[config.mk]
export PLATFORM = sky130hd
export DESIGN_NAME = dsp_ddr_ctl_flat
export DESIGN_NICKNAME = d
export VERILOG_FILES = /design/src/common/dsp_pkg.sv /design/src/common/dsp_ddr_if.sv /design/src/hdl/dsp_ddr_ctl.sv /design/src/flat_wrapper.sv
export SDC_FILE = /design/constraint.sdc
export NUM_CORES = 1
export LEC_CHECK = 0
export BUFFER_PORTS_ARGS = -buffer_cell sky130_fd_sc_hd__buf_2
export CORE_UTILIZATION = 50
export CTS_CLUSTER_SIZE = 24
export DETAILED_ROUTE_END_ITERATION = 7
export PLACE_DENSITY = 0.73
export SETUP_SLACK_MARGIN = 0.02
export SLEW_MARGIN = 30
export SYNTH_ARGS = -nofsm -noshare
export SYNTH_HDL_FRONTEND = slang
export SYNTH_SLANG_ARGS = --single-unit
[constraint.sdc]
create_clock -name CLK_IN -period 3.3 [get_ports CLK_IN]
set_input_delay 0.495 -clock CLK_IN [delete_from_list [all_inputs] [get_ports CLK_IN]]
set_output_delay 0.495 -clock CLK_IN [all_outputs]
set_load 0.01 [all_outputs]
[src/common/dsp_pkg.sv]
/*
  Shared constants for the DDR link: command codes, mode register layout,
  timing counts and the burst address order function.
  Assumes the link clock runs at half of CLK_IN (8 ns).
*/
`default_nettype none
package dsp_pkg;
  // link clock period and timing figures
  localparam int T_CK_NS    = 8;
  localparam int T_PWRUP_US = 200;
  localparam int PWRUP_CK   = T_PWRUP_US * 1000 / T_CK_NS;
  localparam int T_RP_NS    = 15;
  localparam int T_RCD_NS   = 15;
  localparam int T_RFC_NS   = 70;
  localparam int T_MRD_NS   = 10;
  localparam int T_WR_NS    = 15;
  localparam int T_REFI_NS  = 7800;
  localparam int RP_CK      = (T_RP_NS + T_CK_NS - 1) / T_CK_NS;
  localparam int RCD_CK     = (T_RCD_NS + T_CK_NS - 1) / T_CK_NS;
  localparam int RFC_CK     = (T_RFC_NS + T_CK_NS - 1) / T_CK_NS;
  localparam int MRD_CK     = (T_MRD_NS + T_CK_NS - 1) / T_CK_NS;
  localparam int WR_CK      = (T_WR_NS + T_CK_NS - 1) / T_CK_NS;
  localparam int REFI_CK    = T_REFI_NS / T_CK_NS;
  localparam int DLL_LOCK_CK = 200;
  localparam int XSRD_CK    = 200;
  localparam logic [3:0] REF_POST_MAX = 4'h8;
  // {cs_n, ras_n, cas_n, we_n}
  localparam logic [3:0] C_NOP = 4'h7;
  localparam logic [3:0] C_ACT = 4'h3;
  localparam logic [3:0] C_RD  = 4'h5;
  localparam logic [3:0] C_WR  = 4'h4;
  localparam logic [3:0] C_BST = 4'h6;
  localparam logic [3:0] C_PRE = 4'h2;
  localparam logic [3:0] C_AR  = 4'h1;
  localparam logic [3:0] C_MRS = 4'h0;
  // mode register layout
  localparam int MR_BL_LSB  = 0;
  localparam int MR_BT_BIT  = 3;
  localparam int MR_CL_LSB  = 4;
  localparam int MR_DLL_BIT = 8;
  localparam int A_AP_BIT   = 10;
  localparam logic [2:0] BL2_CODE = 3'h1;
  localparam logic [2:0] BL4_CODE = 3'h2;
  localparam logic [2:0] BL8_CODE = 3'h3;
  localparam logic [2:0] CL2_CODE = 3'h2;
  localparam logic [2:0] CL25_CODE = 3'h6;
  localparam logic [2:0] CL3_CODE = 3'h3;
  localparam logic [1:0]  BA_MR    = 2'h0;
  localparam logic [1:0]  BA_EMR   = 2'h1;
  localparam logic [12:0] MR_RESET = 13'h0022;
  localparam logic [12:0] EMR_DLL_ON = 13'h0000;
  localparam logic [12:0] MR_DLLRST = 13'h0132;
  localparam logic [12:0] MR_FINAL = 13'h0032;
  localparam int CTRL_HALF_BL = 2;

  // column of element i of a burst of n starting at base
  function automatic logic [2:0] bidx(input logic [2:0] base, input logic [3:0] i,
                                      input logic [3:0] n, input logic inter);
    logic [2:0] m;
    m = 3'(n - 4'h1);
    if (inter)
      bidx = (base & ~m) | ((base ^ i[2:0]) & m);
    else
      bidx = (base & ~m) | (3'(base + i[2:0]) & m);
  endfunction : bidx
endpackage : dsp_pkg
`default_nettype wire

[src/common/dsp_ddr_if.sv]
/*
  Link between memory controller and DDR memory.
  Data pins carry one clock of data as a pair: [15:0] rising half,
  [31:16] falling half; strobe pairs likewise in bits [0] and [1].
*/
`timescale 1ns/1ns
`default_nettype none
interface dsp_ddr_if;
  logic        ck;
  logic        cke;
  logic        cs_n;
  logic        ras_n;
  logic        cas_n;
  logic        we_n;
  logic [1:0]  ba;
  logic [12:0] a;
  logic [31:0] dq_c_o;
  logic        dq_c_oe;
  logic [1:0]  dqs_c_o;
  logic        dqs_c_oe;
  logic [31:0] dq_d_o;
  logic [1:0]  dq_d_oe;
  logic [1:0]  dqs_d_o;
  logic [1:0]  dqs_d_oe;
  logic [31:0] dq;
  logic [1:0]  dqs;

  // wire level from the enables; undriven reads low
  assign dq  = dq_c_oe ? dq_c_o : {dq_d_oe[1] ? dq_d_o[31:16] : 16'h0000,
                                   dq_d_oe[0] ? dq_d_o[15:0] : 16'h0000};
  assign dqs = dqs_c_oe ? dqs_c_o : (dqs_d_o & dqs_d_oe);

  modport ctl (output ck, cke, cs_n, ras_n, cas_n, we_n, ba, a,
               output dq_c_o, dq_c_oe, dqs_c_o, dqs_c_oe,
               input dq_d_o, dq_d_oe, dq, dqs);
  modport dev (input ck, cke, cs_n, ras_n, cas_n, we_n, ba, a, dq, dqs,
               input dq_c_oe, dqs_c_oe,
               output dq_d_o, dq_d_oe, dqs_d_o, dqs_d_oe);
endinterface : dsp_ddr_if
`default_nettype wire

[src/hdl/dsp_ddr_ctl.sv]
/*
  Controller end: makes the link clock, runs the power-up sequence, then
  serves single bursts of four (activate, read or write, precharge) and
  keeps refresh and self refresh.
  Assumes the memory end samples on the rising link clock.
*/
// Behaviour
// RQ1 - refresh uses internal row counter
// RQ2 - output enable follows data timing windows
// RQ3 - write strobe valid before first reference
// RQ4 - write preamble from high-Z to low
// RQ5 - long write postamble is harmless
// RQ6 - at most eight refreshes posted
// RQ7 - no-op and clock enable low at power
// RQ8 - stable clock 200 us first
// RQ9 - no-op with clock enable high, precharge all
// RQ10 - extended mode DLL on, then DLL reset
// RQ11 - 200 clocks DLL lock before reads
// RQ12 - precharge all then two refreshes
// RQ13 - final mode load with A8 low
// RQ14 - first data after CAS latency, ordered
// RQ15 - back-to-back reads concatenate or cut
// RQ16 - random reads interrupt previous burst
// RQ17 - burst terminate cuts eight to four
// RQ18 - terminate read before a write
// RQ19 - precharge no earlier than half burst
// RQ20 - all banks idle before self refresh
// RQ21 - read strobe edge aligned, one-clock preamble
`timescale 1ns/1ns
`default_nettype none
module dsp_ddr_ctl
  import dsp_pkg::*;
#(
  parameter int PWRUP_CYC = PWRUP_CK
)
(
  // clock and reset
  input  wire logic        CLK_IN,
  input  wire logic        NRST_IN,
  // request
  input  wire logic        RD_REQ_IN,
  input  wire logic        WR_REQ_IN,
  input  wire logic [1:0]  BANK_IN,
  input  wire logic [12:0] ROW_IN,
  input  wire logic [9:0]  COL_IN,
  input  wire logic [63:0] WDATA_IN,
  input  wire logic        SREF_IN,
  output logic             READY_OUT,
  output logic             INIT_DONE_OUT,
  // read data
  output logic      [31:0] RDATA_OUT,
  output logic      [1:0]  RVALID_OUT,
  // link
  dsp_ddr_if.ctl           LNK
);
  typedef enum logic [4:0] {
    ST_PWR  = 5'h00, ST_CKE  = 5'h01, ST_PREA1 = 5'h02, ST_EMRS = 5'h03,
    ST_MRSR = 5'h04, ST_PREA2 = 5'h05, ST_AR1 = 5'h06, ST_AR2 = 5'h07,
    ST_MRSF = 5'h08, ST_DLL  = 5'h09, ST_IDLE = 5'h0a, ST_ACT = 5'h0b,
    ST_RD   = 5'h0c, ST_BST  = 5'h0d, ST_WR  = 5'h0e, ST_WD = 5'h0f,
    ST_WP   = 5'h10, ST_WRC  = 5'h11, ST_PRE = 5'h12, ST_REF = 5'h13,
    ST_SREF = 5'h14
  } dsp_st_t;

  dsp_st_t     st_q;
  logic        ck_q;
  logic        tick;
  logic [15:0] wait_q;
  logic [7:0]  dll_q;
  logic        dll_run_q;
  logic [9:0]  refi_q;
  logic        due;
  logic [3:0]  post_q;
  logic        ref_go;
  logic        req_q;
  logic        req_wr_q;
  logic [1:0]  ba_q;
  logic [12:0] row_q;
  logic [9:0]  col_q;
  logic [63:0] wdat_q;
  logic        wbeat_q;
  logic [31:0] dq_s1_q;
  logic [31:0] dq_s2_q;
  logic [1:0]  oe_s1_q;
  logic [1:0]  oe_s2_q;

  // commands change on the falling link clock
  assign tick = ck_q;
  assign ref_go = tick && wait_q == 16'h0000 && st_q == ST_REF;
  assign due = refi_q == 10'(REFI_CK - 1);
  assign LNK.ck = ck_q;

  //////////////////////////////////////////////////////////////////////
  // link clock divider
  always_ff @(posedge CLK_IN or negedge NRST_IN)
  begin
    if (!NRST_IN)
      ck_q <= 1'b0;
    else
      ck_q <= ~ck_q;
  end

  //////////////////////////////////////////////////////////////////////
  // refresh interval and posted count
  always_ff @(posedge CLK_IN or negedge NRST_IN)
  begin
    if (!NRST_IN)
    begin
      refi_q <= 10'h000;
      post_q <= 4'h0;
    end
    else
    begin
      if (tick)
        refi_q <= due ? 10'h000 : 10'(refi_q + 10'h001);
      if (tick && due && INIT_DONE_OUT && !ref_go && st_q != ST_SREF)
        post_q <= 4'(post_q + 4'h1);
      else if (ref_go && !(tick && due))
        post_q <= 4'(post_q - 4'h1);
    end
  end

  //////////////////////////////////////////////////////////////////////
  // DLL lock wait
  always_ff @(posedge CLK_IN or negedge NRST_IN)
  begin
    if (!NRST_IN)
      dll_q <= 8'h00;
    else if (tick && dll_run_q && dll_q != 8'(DLL_LOCK_CK))
      dll_q <= 8'(dll_q + 8'h01); // RQ11
  end

  //////////////////////////////////////////////////////////////////////
  // read data return, two-stage synchroniser
  always_ff @(posedge CLK_IN or negedge NRST_IN)
  begin
    if (!NRST_IN)
    begin
      dq_s1_q <= 32'h0000_0000;
      dq_s2_q <= 32'h0000_0000;
      oe_s1_q <= 2'h0;
      oe_s2_q <= 2'h0;
      RDATA_OUT <= 32'h0000_0000;
      RVALID_OUT <= 2'h0;
    end
    else
    begin
      dq_s1_q <= LNK.dq_d_o;
      dq_s2_q <= dq_s1_q;
      oe_s1_q <= LNK.dq_d_oe;
      oe_s2_q <= oe_s1_q;
      RVALID_OUT <= tick ? oe_s2_q : 2'h0;
      if (tick)
        RDATA_OUT <= dq_s2_q;
    end
  end

  //////////////////////////////////////////////////////////////////////
  // command sequencer
  always_ff @(posedge CLK_IN or negedge NRST_IN)
  begin
    if (!NRST_IN)
    begin
      st_q <= ST_PWR;
      wait_q <= 16'(PWRUP_CYC); // RQ8
      LNK.cke <= 1'b0; // RQ7
      {LNK.cs_n, LNK.ras_n, LNK.cas_n, LNK.we_n} <= C_NOP; // RQ7
      LNK.ba <= 2'h0;
      LNK.a <= 13'h0000;
      LNK.dq_c_o <= 32'h0000_0000;
      LNK.dq_c_oe <= 1'b0;
      LNK.dqs_c_o <= 2'h0;
      LNK.dqs_c_oe <= 1'b0;
      dll_run_q <= 1'b0;
      INIT_DONE_OUT <= 1'b0;
      READY_OUT <= 1'b0;
      req_q <= 1'b0;
      req_wr_q <= 1'b0;
      ba_q <= 2'h0;
      row_q <= 13'h0000;
      col_q <= 10'h000;
      wdat_q <= 64'h0;
      wbeat_q <= 1'b0;
    end
    else
    begin
      if (READY_OUT && (RD_REQ_IN || WR_REQ_IN))
      begin
        READY_OUT <= 1'b0;
        req_q <= 1'b1;
        req_wr_q <= WR_REQ_IN;
        ba_q <= BANK_IN;
        row_q <= ROW_IN;
        col_q <= COL_IN;
        wdat_q <= WDATA_IN;
      end
      if (tick)
      begin
        {LNK.cs_n, LNK.ras_n, LNK.cas_n, LNK.we_n} <= C_NOP;
        if (wait_q != 16'h0000)
          wait_q <= 16'(wait_q - 16'h0001);
        else
          case (st_q)
            ST_PWR:
              st_q <= ST_CKE;
            ST_CKE:
            begin
              LNK.cke <= 1'b1; // RQ9
              st_q <= ST_PREA1;
            end
            ST_PREA1, ST_PREA2, ST_PRE:
            begin
              {LNK.cs_n, LNK.ras_n, LNK.cas_n, LNK.we_n} <= C_PRE; // RQ9 RQ12
              LNK.a <= 13'h0000;
              LNK.a[A_AP_BIT] <= 1'b1;
              LNK.dqs_c_oe <= 1'b0;
              wait_q <= 16'(RP_CK - 1);
              st_q <= (st_q == ST_PREA1) ? ST_EMRS : (st_q == ST_PREA2) ? ST_AR1 : ST_IDLE;
              if (st_q == ST_PRE)
              begin
                req_q <= 1'b0;
                READY_OUT <= 1'b1;
              end
            end
            ST_EMRS, ST_MRSR, ST_MRSF:
            begin
              {LNK.cs_n, LNK.ras_n, LNK.cas_n, LNK.we_n} <= C_MRS;
              LNK.ba <= (st_q == ST_EMRS) ? BA_EMR : BA_MR;
              LNK.a <= (st_q == ST_EMRS) ? EMR_DLL_ON : (st_q == ST_MRSR) ? MR_DLLRST : MR_FINAL; // RQ10 RQ13
              dll_run_q <= dll_run_q || st_q == ST_MRSR;
              wait_q <= 16'(MRD_CK - 1);
              st_q <= (st_q == ST_EMRS) ? ST_MRSR : (st_q == ST_MRSR) ? ST_PREA2 : ST_DLL;
            end
            ST_AR1, ST_AR2:
            begin
              {LNK.cs_n, LNK.ras_n, LNK.cas_n, LNK.we_n} <= C_AR; // RQ12
              wait_q <= 16'(RFC_CK - 1);
              st_q <= (st_q == ST_AR1) ? ST_AR2 : ST_MRSF;
            end
            ST_DLL:
              if (dll_q == 8'(DLL_LOCK_CK))
              begin
                INIT_DONE_OUT <= 1'b1; // RQ11
                READY_OUT <= 1'b1;
                st_q <= ST_IDLE;
              end
            ST_IDLE:
              if (post_q != 4'h0 && (post_q >= REF_POST_MAX || !req_q))
                st_q <= ST_REF; // RQ6
              else if (req_q)
                st_q <= ST_ACT;
              else if (SREF_IN)
              begin
                {LNK.cs_n, LNK.ras_n, LNK.cas_n, LNK.we_n} <= C_AR; // RQ20
                LNK.cke <= 1'b0;
                st_q <= ST_SREF;
              end
            ST_REF:
            begin
              {LNK.cs_n, LNK.ras_n, LNK.cas_n, LNK.we_n} <= C_AR;
              wait_q <= 16'(RFC_CK - 1);
              st_q <= ST_IDLE;
            end
            ST_SREF:
              if (!SREF_IN)
              begin
                LNK.cke <= 1'b1;
                wait_q <= 16'(XSRD_CK - 1);
                st_q <= ST_IDLE;
              end
            ST_ACT:
            begin
              {LNK.cs_n, LNK.ras_n, LNK.cas_n, LNK.we_n} <= C_ACT;
              LNK.ba <= ba_q;
              LNK.a <= row_q;
              wait_q <= 16'(RCD_CK - 1);
              st_q <= req_wr_q ? ST_WR : ST_RD;
            end
            ST_RD:
            begin
              {LNK.cs_n, LNK.ras_n, LNK.cas_n, LNK.we_n} <= C_RD;
              LNK.a <= {3'h0, col_q};
              wait_q <= 16'(CTRL_HALF_BL - 1);
              st_q <= ST_BST;
            end
            ST_BST:
            begin
              {LNK.cs_n, LNK.ras_n, LNK.cas_n, LNK.we_n} <= C_BST; // RQ18 RQ19
              st_q <= ST_PRE;
            end
            ST_WR:
            begin
              {LNK.cs_n, LNK.ras_n, LNK.cas_n, LNK.we_n} <= C_WR;
              LNK.a <= {3'h0, col_q};
              LNK.dqs_c_o <= 2'h0; // RQ4
              LNK.dqs_c_oe <= 1'b1; // RQ3
              wbeat_q <= 1'b0;
              st_q <= ST_WD;
            end
            ST_WD:
            begin
              LNK.dq_c_o <= wbeat_q ? wdat_q[63:32] : wdat_q[31:0];
              LNK.dq_c_oe <= 1'b1;
              LNK.dqs_c_o <= 2'h1;
              wbeat_q <= 1'b1;
              if (wbeat_q)
                st_q <= ST_WP;
            end
            ST_WP:
            begin
              LNK.dq_c_oe <= 1'b0;
              LNK.dqs_c_o <= 2'h0;
              wait_q <= 16'(WR_CK - 1);
              st_q <= ST_WRC;
            end
            default:
              st_q <= ST_PRE;
          endcase
      end
    end
  end
endmodule : dsp_ddr_ctl
`default_nettype wire

[src/flat_wrapper.sv]
// flat-port wrapper written by rule: the top's interface ports become plain ports
module dsp_ddr_ctl_flat import dsp_pkg::*;
#(
  parameter int PWRUP_CYC = PWRUP_CK
)
  (CLK_IN, NRST_IN, RD_REQ_IN, WR_REQ_IN, BANK_IN, ROW_IN, COL_IN, WDATA_IN, SREF_IN, READY_OUT, INIT_DONE_OUT, RDATA_OUT, RVALID_OUT, LNK_ck, LNK_cke, LNK_cs_n, LNK_ras_n, LNK_cas_n, LNK_we_n, LNK_ba, LNK_a, LNK_dq_c_o, LNK_dq_c_oe, LNK_dqs_c_o, LNK_dqs_c_oe, LNK_dq_d_o, LNK_dq_d_oe);
  dsp_ddr_if LNK_i ();
  input  wire logic CLK_IN;
  input  wire logic NRST_IN;
  input  wire logic RD_REQ_IN;
  input  wire logic WR_REQ_IN;
  input  wire logic [1:0] BANK_IN;
  input  wire logic [12:0] ROW_IN;
  input  wire logic [9:0] COL_IN;
  input  wire logic [63:0] WDATA_IN;
  input  wire logic SREF_IN;
  output logic READY_OUT;
  output logic INIT_DONE_OUT;
  output logic      [31:0] RDATA_OUT;
  output logic      [1:0] RVALID_OUT;
  output wire logic [$bits(LNK_i.ck)-1:0] LNK_ck;
  output wire logic [$bits(LNK_i.cke)-1:0] LNK_cke;
  output wire logic [$bits(LNK_i.cs_n)-1:0] LNK_cs_n;
  output wire logic [$bits(LNK_i.ras_n)-1:0] LNK_ras_n;
  output wire logic [$bits(LNK_i.cas_n)-1:0] LNK_cas_n;
  output wire logic [$bits(LNK_i.we_n)-1:0] LNK_we_n;
  output wire logic [$bits(LNK_i.ba)-1:0] LNK_ba;
  output wire logic [$bits(LNK_i.a)-1:0] LNK_a;
  output wire logic [$bits(LNK_i.dq_c_o)-1:0] LNK_dq_c_o;
  output wire logic [$bits(LNK_i.dq_c_oe)-1:0] LNK_dq_c_oe;
  output wire logic [$bits(LNK_i.dqs_c_o)-1:0] LNK_dqs_c_o;
  output wire logic [$bits(LNK_i.dqs_c_oe)-1:0] LNK_dqs_c_oe;
  input wire logic [$bits(LNK_i.dq_d_o)-1:0] LNK_dq_d_o;
  input wire logic [$bits(LNK_i.dq_d_oe)-1:0] LNK_dq_d_oe;
  assign LNK_ck = LNK_i.ck;
  assign LNK_cke = LNK_i.cke;
  assign LNK_cs_n = LNK_i.cs_n;
  assign LNK_ras_n = LNK_i.ras_n;
  assign LNK_cas_n = LNK_i.cas_n;
  assign LNK_we_n = LNK_i.we_n;
  assign LNK_ba = LNK_i.ba;
  assign LNK_a = LNK_i.a;
  assign LNK_dq_c_o = LNK_i.dq_c_o;
  assign LNK_dq_c_oe = LNK_i.dq_c_oe;
  assign LNK_dqs_c_o = LNK_i.dqs_c_o;
  assign LNK_dqs_c_oe = LNK_i.dqs_c_oe;
  assign LNK_i.dq_d_o = {>>{LNK_dq_d_o}};
  assign LNK_i.dq_d_oe = {>>{LNK_dq_d_oe}};
  dsp_ddr_ctl #(.PWRUP_CYC(PWRUP_CYC)) u_core (.CLK_IN(CLK_IN), .NRST_IN(NRST_IN), .RD_REQ_IN(RD_REQ_IN), .WR_REQ_IN(WR_REQ_IN), .BANK_IN(BANK_IN), .ROW_IN(ROW_IN), .COL_IN(COL_IN), .WDATA_IN(WDATA_IN), .SREF_IN(SREF_IN), .READY_OUT(READY_OUT), .INIT_DONE_OUT(INIT_DONE_OUT), .RDATA_OUT(RDATA_OUT), .RVALID_OUT(RVALID_OUT), .LNK(LNK_i));
endmodule
==> flow_summary.toml <==
[final_layout]
layout_commonest_cell = "dfrtp_1"
diodes = 0
area_growth_syn_to_layout_pct = 24.0
fillers = 1834
final_util = 0.631
final_cell_mix = "dfrtp_1 (284), buf_2 (217), mux2_2 (134), nand2_1 (74), o21ai_0 (61)"
nets = 1305
layout-drive-gt1-share = 0.390
stdcell_count = 1513

[placed_design]
gp_congestion = 0.892
portBuffers = 218
hpwl_mm = 16.9
dpl.cell_count = 1450

[sta]
relSlewSlack = 0.455
clock.fmax_ghz = 0.325
slew_violations = 0
worst_slew_pin_slew_ns = 0.818
skew_ns = 0.0195
timing.final.crit_share = 0.932
layout_min_cycle_time_ns = 3.08
finalHoldViolCount = 0
setup_viol = 0

[min_path]
worstHoldPathType = "input port to flip-flop"
holdPathStages = 1
min_from = "LNK_dq_d_o[2]"
min_to = "u_core.dq_s1_q[2]$_DFF_PN0_"

[logic_synthesis]
yosysTopAreaCell = "dfrtp_1"
ys_ff_latch = 295
async_flop_share = 1.00
synth_edf_count = 0
ys_seq_area_frac = 0.620
synth_area_leaders = "dfrtp_1 (60%), mux2_2 (13%), mux2i_1 (3.0%)"
yosysTopAreaCellShare = 0.600
synth_cell_type_count = 65
ys_warn_count = 0
synth_flop_cell = "dfrtp_1"
syn_area_per_cell_um2 = 12.7
syn_inst = 937
synth_area_mm2 = 0.0119

[worst_setup_path]
startpoint_type = "flip-flop"
rr_worst_depth = 11
worstPathMaxFanout = 4
rr_endpoint = "u_core.post_q[3]$_DFFE_PN0P_"
end_kind = "flip-flop"
r2r_start = "u_core.refi_q[0]$_DFFE_PN0P_"
crit_type = "flip-flop to flip-flop"
arrival_ns = 3.47
critPathRequiredTime_ns = 3.69
r2r_slack_ns = 0.22

[cts]
cts-root-buf = "clkbuf_16"
cts_tree = "done"
postCtsSetupBuffers = 0
clkLatencyLatePin_ns = 0.51
cts_buffer_depth = 3
clkSinkCount = 295
cts_buffers = 34
cts.clk_slew.worst_paths_ns = 0.06
htreeDepth = 2

[drt]
vias_per_cell = 5.40
drtIter0Drc = 541
ant_nets = 0
drcViolationCount = 0
vias = 8165
avgRoutedWirePerCell_um = 16.7
dr.pass1.iters = 5
drt-total-wl_mm = 25.3

[global_route]
grt_first_pass_wirelength_mm = 41.0
grt_pass1_vias = 8070
antenna_found_initial = 1
grt.total_usage = 0.211
grt.overflow.total = 0
grt_max_degree = 77

[power_and_ir_drop]
powerDensity_mw_per_mm2 = 572
power.total_w = 0.00846
vdd_ir_drop_max_mv = 0.466
power_leakage_nw = 6.85

[floorplanning]
num_rows = 56
io_pins = 221
start_util = 0.508
core_mm2 = 0.0235
die_y_um = 156
chipWidth_um = 156
dieArea_mm2 = 0.0245

[outcome]
status = "finished, final reports clean"

[run]
cap_violations = 0
-- flip-flops by register name, indices dropped and copies added, names as in the netlist, 2 cells and up --
signal / flops
u_core.LNK.a: 13
u_core.LNK.ba: 2
u_core.LNK.dq_c_o: 32
u_core.RDATA_OUT: 32
u_core.RVALID_OUT: 2
u_core.ba_q: 2
u_core.col_q: 10
u_core.dll_q: 8
u_core.dq_s1_q: 32
u_core.dq_s2_q: 32
u_core.oe_s1_q: 2
u_core.oe_s2_q: 2
u_core.post_q: 4
u_core.refi_q: 10
u_core.row_q: 13
u_core.st_q: 5
u_core.wait_q: 16
u_core.wdat_q: 64
-- final cells by class --
cell class,count,area [µm²],area share
Clock buffer,44,950,0.0642
Clock inverter,18,340,0.0230
Inverter,14,52.6,0.00355
Multi-Input combinational cell,579,4320,0.292
Sequential cell,295,7400,0.500
Tap cell,319,399,0.0270
Timing Repair Buffer,244,1350,0.0911
-- cell usage after synthesis, types with 5 or more instances --
| cell | count |
|---|---|
| a21oi_1 | 30 |
| a22o_1 | 8 |
| a31oi_1 | 20 |
| buf_1 | 5 |
| clkbuf_1 | 42 |
| dfrtp_1 | 286 |
| dfstp_2 | 9 |
| ha_1 | 8 |
| inv_1 | 13 |
| mux2_2 | 134 |
| mux2i_1 | 36 |
| nand2_1 | 74 |
| nand2b_1 | 9 |
| nand3_1 | 14 |
| nand4_1 | 14 |
| nor2_1 | 36 |
| nor2b_1 | 11 |
| nor3_1 | 10 |
| nor4_1 | 7 |
| o21ai_0 | 61 |
| o22ai_1 | 6 |
| o31ai_1 | 9 |
| or2_2 | 7 |
| xnor2_1 | 8 |
| xor2_1 | 5 |
-- through the flow --
stage | cell area [µm²] | setup WS [ns] | TNS, ns | hold WS [ns]
finish | 14800 | 0.224 | 0 | 0.0998
global route | 14800 | -0.00919 | -0.00919 | 0.0720
CTS | 14800 | 0.183 | 0 | 0.0752
detailed placement | 13500 | 0.175 | 0 | 0.335
global placement | 13500 | 0.265 | 0 | 0.332
floorplan | 11900 | 0.379 | 0 | 0.199
-- what timing repair did --
item	in CTS	in global routing
gates resized for setup	0	2
endpoints found under the hold margin	59	0
hold buffers	1	0
endpoints found under the setup margin	0	1
-- worst max-delay path by stage --
stage | depth (start not counted) | end | slack, ns | from
after global placement | 12 | u_core.post_q[3]$_DFFE_PN0P_ | 0.26 | u_core.wait_q[0]$_DFFE_PN0P_
after floorplan | 11 | u_core.post_q[3]$_DFFE_PN0P_ | 0.38 | u_core.refi_q[0]$_DFFE_PN0P_
after global routing | 12 | u_core.post_q[3]$_DFFE_PN0P_ | -0.009 | u_core.wait_q[0]$_DFFE_PN0P_
after CTS | 12 | u_core.post_q[3]$_DFFE_PN0P_ | 0.18 | u_core.wait_q[0]$_DFFE_PN0P_
final | 11 | u_core.post_q[3]$_DFFE_PN0P_ | 0.22 | u_core.refi_q[0]$_DFFE_PN0P_
after detailed placement | 12 | u_core.post_q[3]$_DFFE_PN0P_ | 0.18 | u_core.wait_q[0]$_DFFE_PN0P_
-- worst max-delay path, stage by stage, from the launching register on --
cell and delay [ns]:
dfrtp_1 0.40, inv_1 0.11, ha_1 0.19, nand2_1 0.10
or3_1 0.40, or4_4 0.56, ha_1 0.34, a21oi_1 0.16
nand2_1 0.08, or4_1 0.40, o21a_1 0.13, xnor2_1 0.11
-- cell families (layout without fill, tap and decap cells) --
kind of cell               Yosys count  after routing  synth area share
AOI/OAI and AO/OA                  174            174            0.0915
muxes                              171            171             0.158
adders and majority gates            9              9            0.0101
and+or+nand+nor                    210            210            0.0903
buffers and inverters               64            320            0.0209
DFF                                295            295             0.620
other                                1              2          0.000314
xor gates and xnor gates            13             13           0.00954
-- power breakdown --
group / internal (W) / leakage [nW] / total, W / switching (W)
logic: 0.000193 / 2.58 / 0.000362 / 0.000169
registers: 0.00379 / 3.64 / 0.00387 / 0.0000804
clock network: 0.00276 / 0.631 / 0.00422 / 0.00147
-- per-layer routing --
layer	global-route usage	share of wire	vias to the layer above
met2	0.343	0.48	263
li1	-	-	3832
met5	0	0.00051	-
met3	0.0634	0.076	51
met4	0.0686	0.024	2
met1	0.270	0.42	4017
No activity file was read; power rests on OpenSTA's default activity.
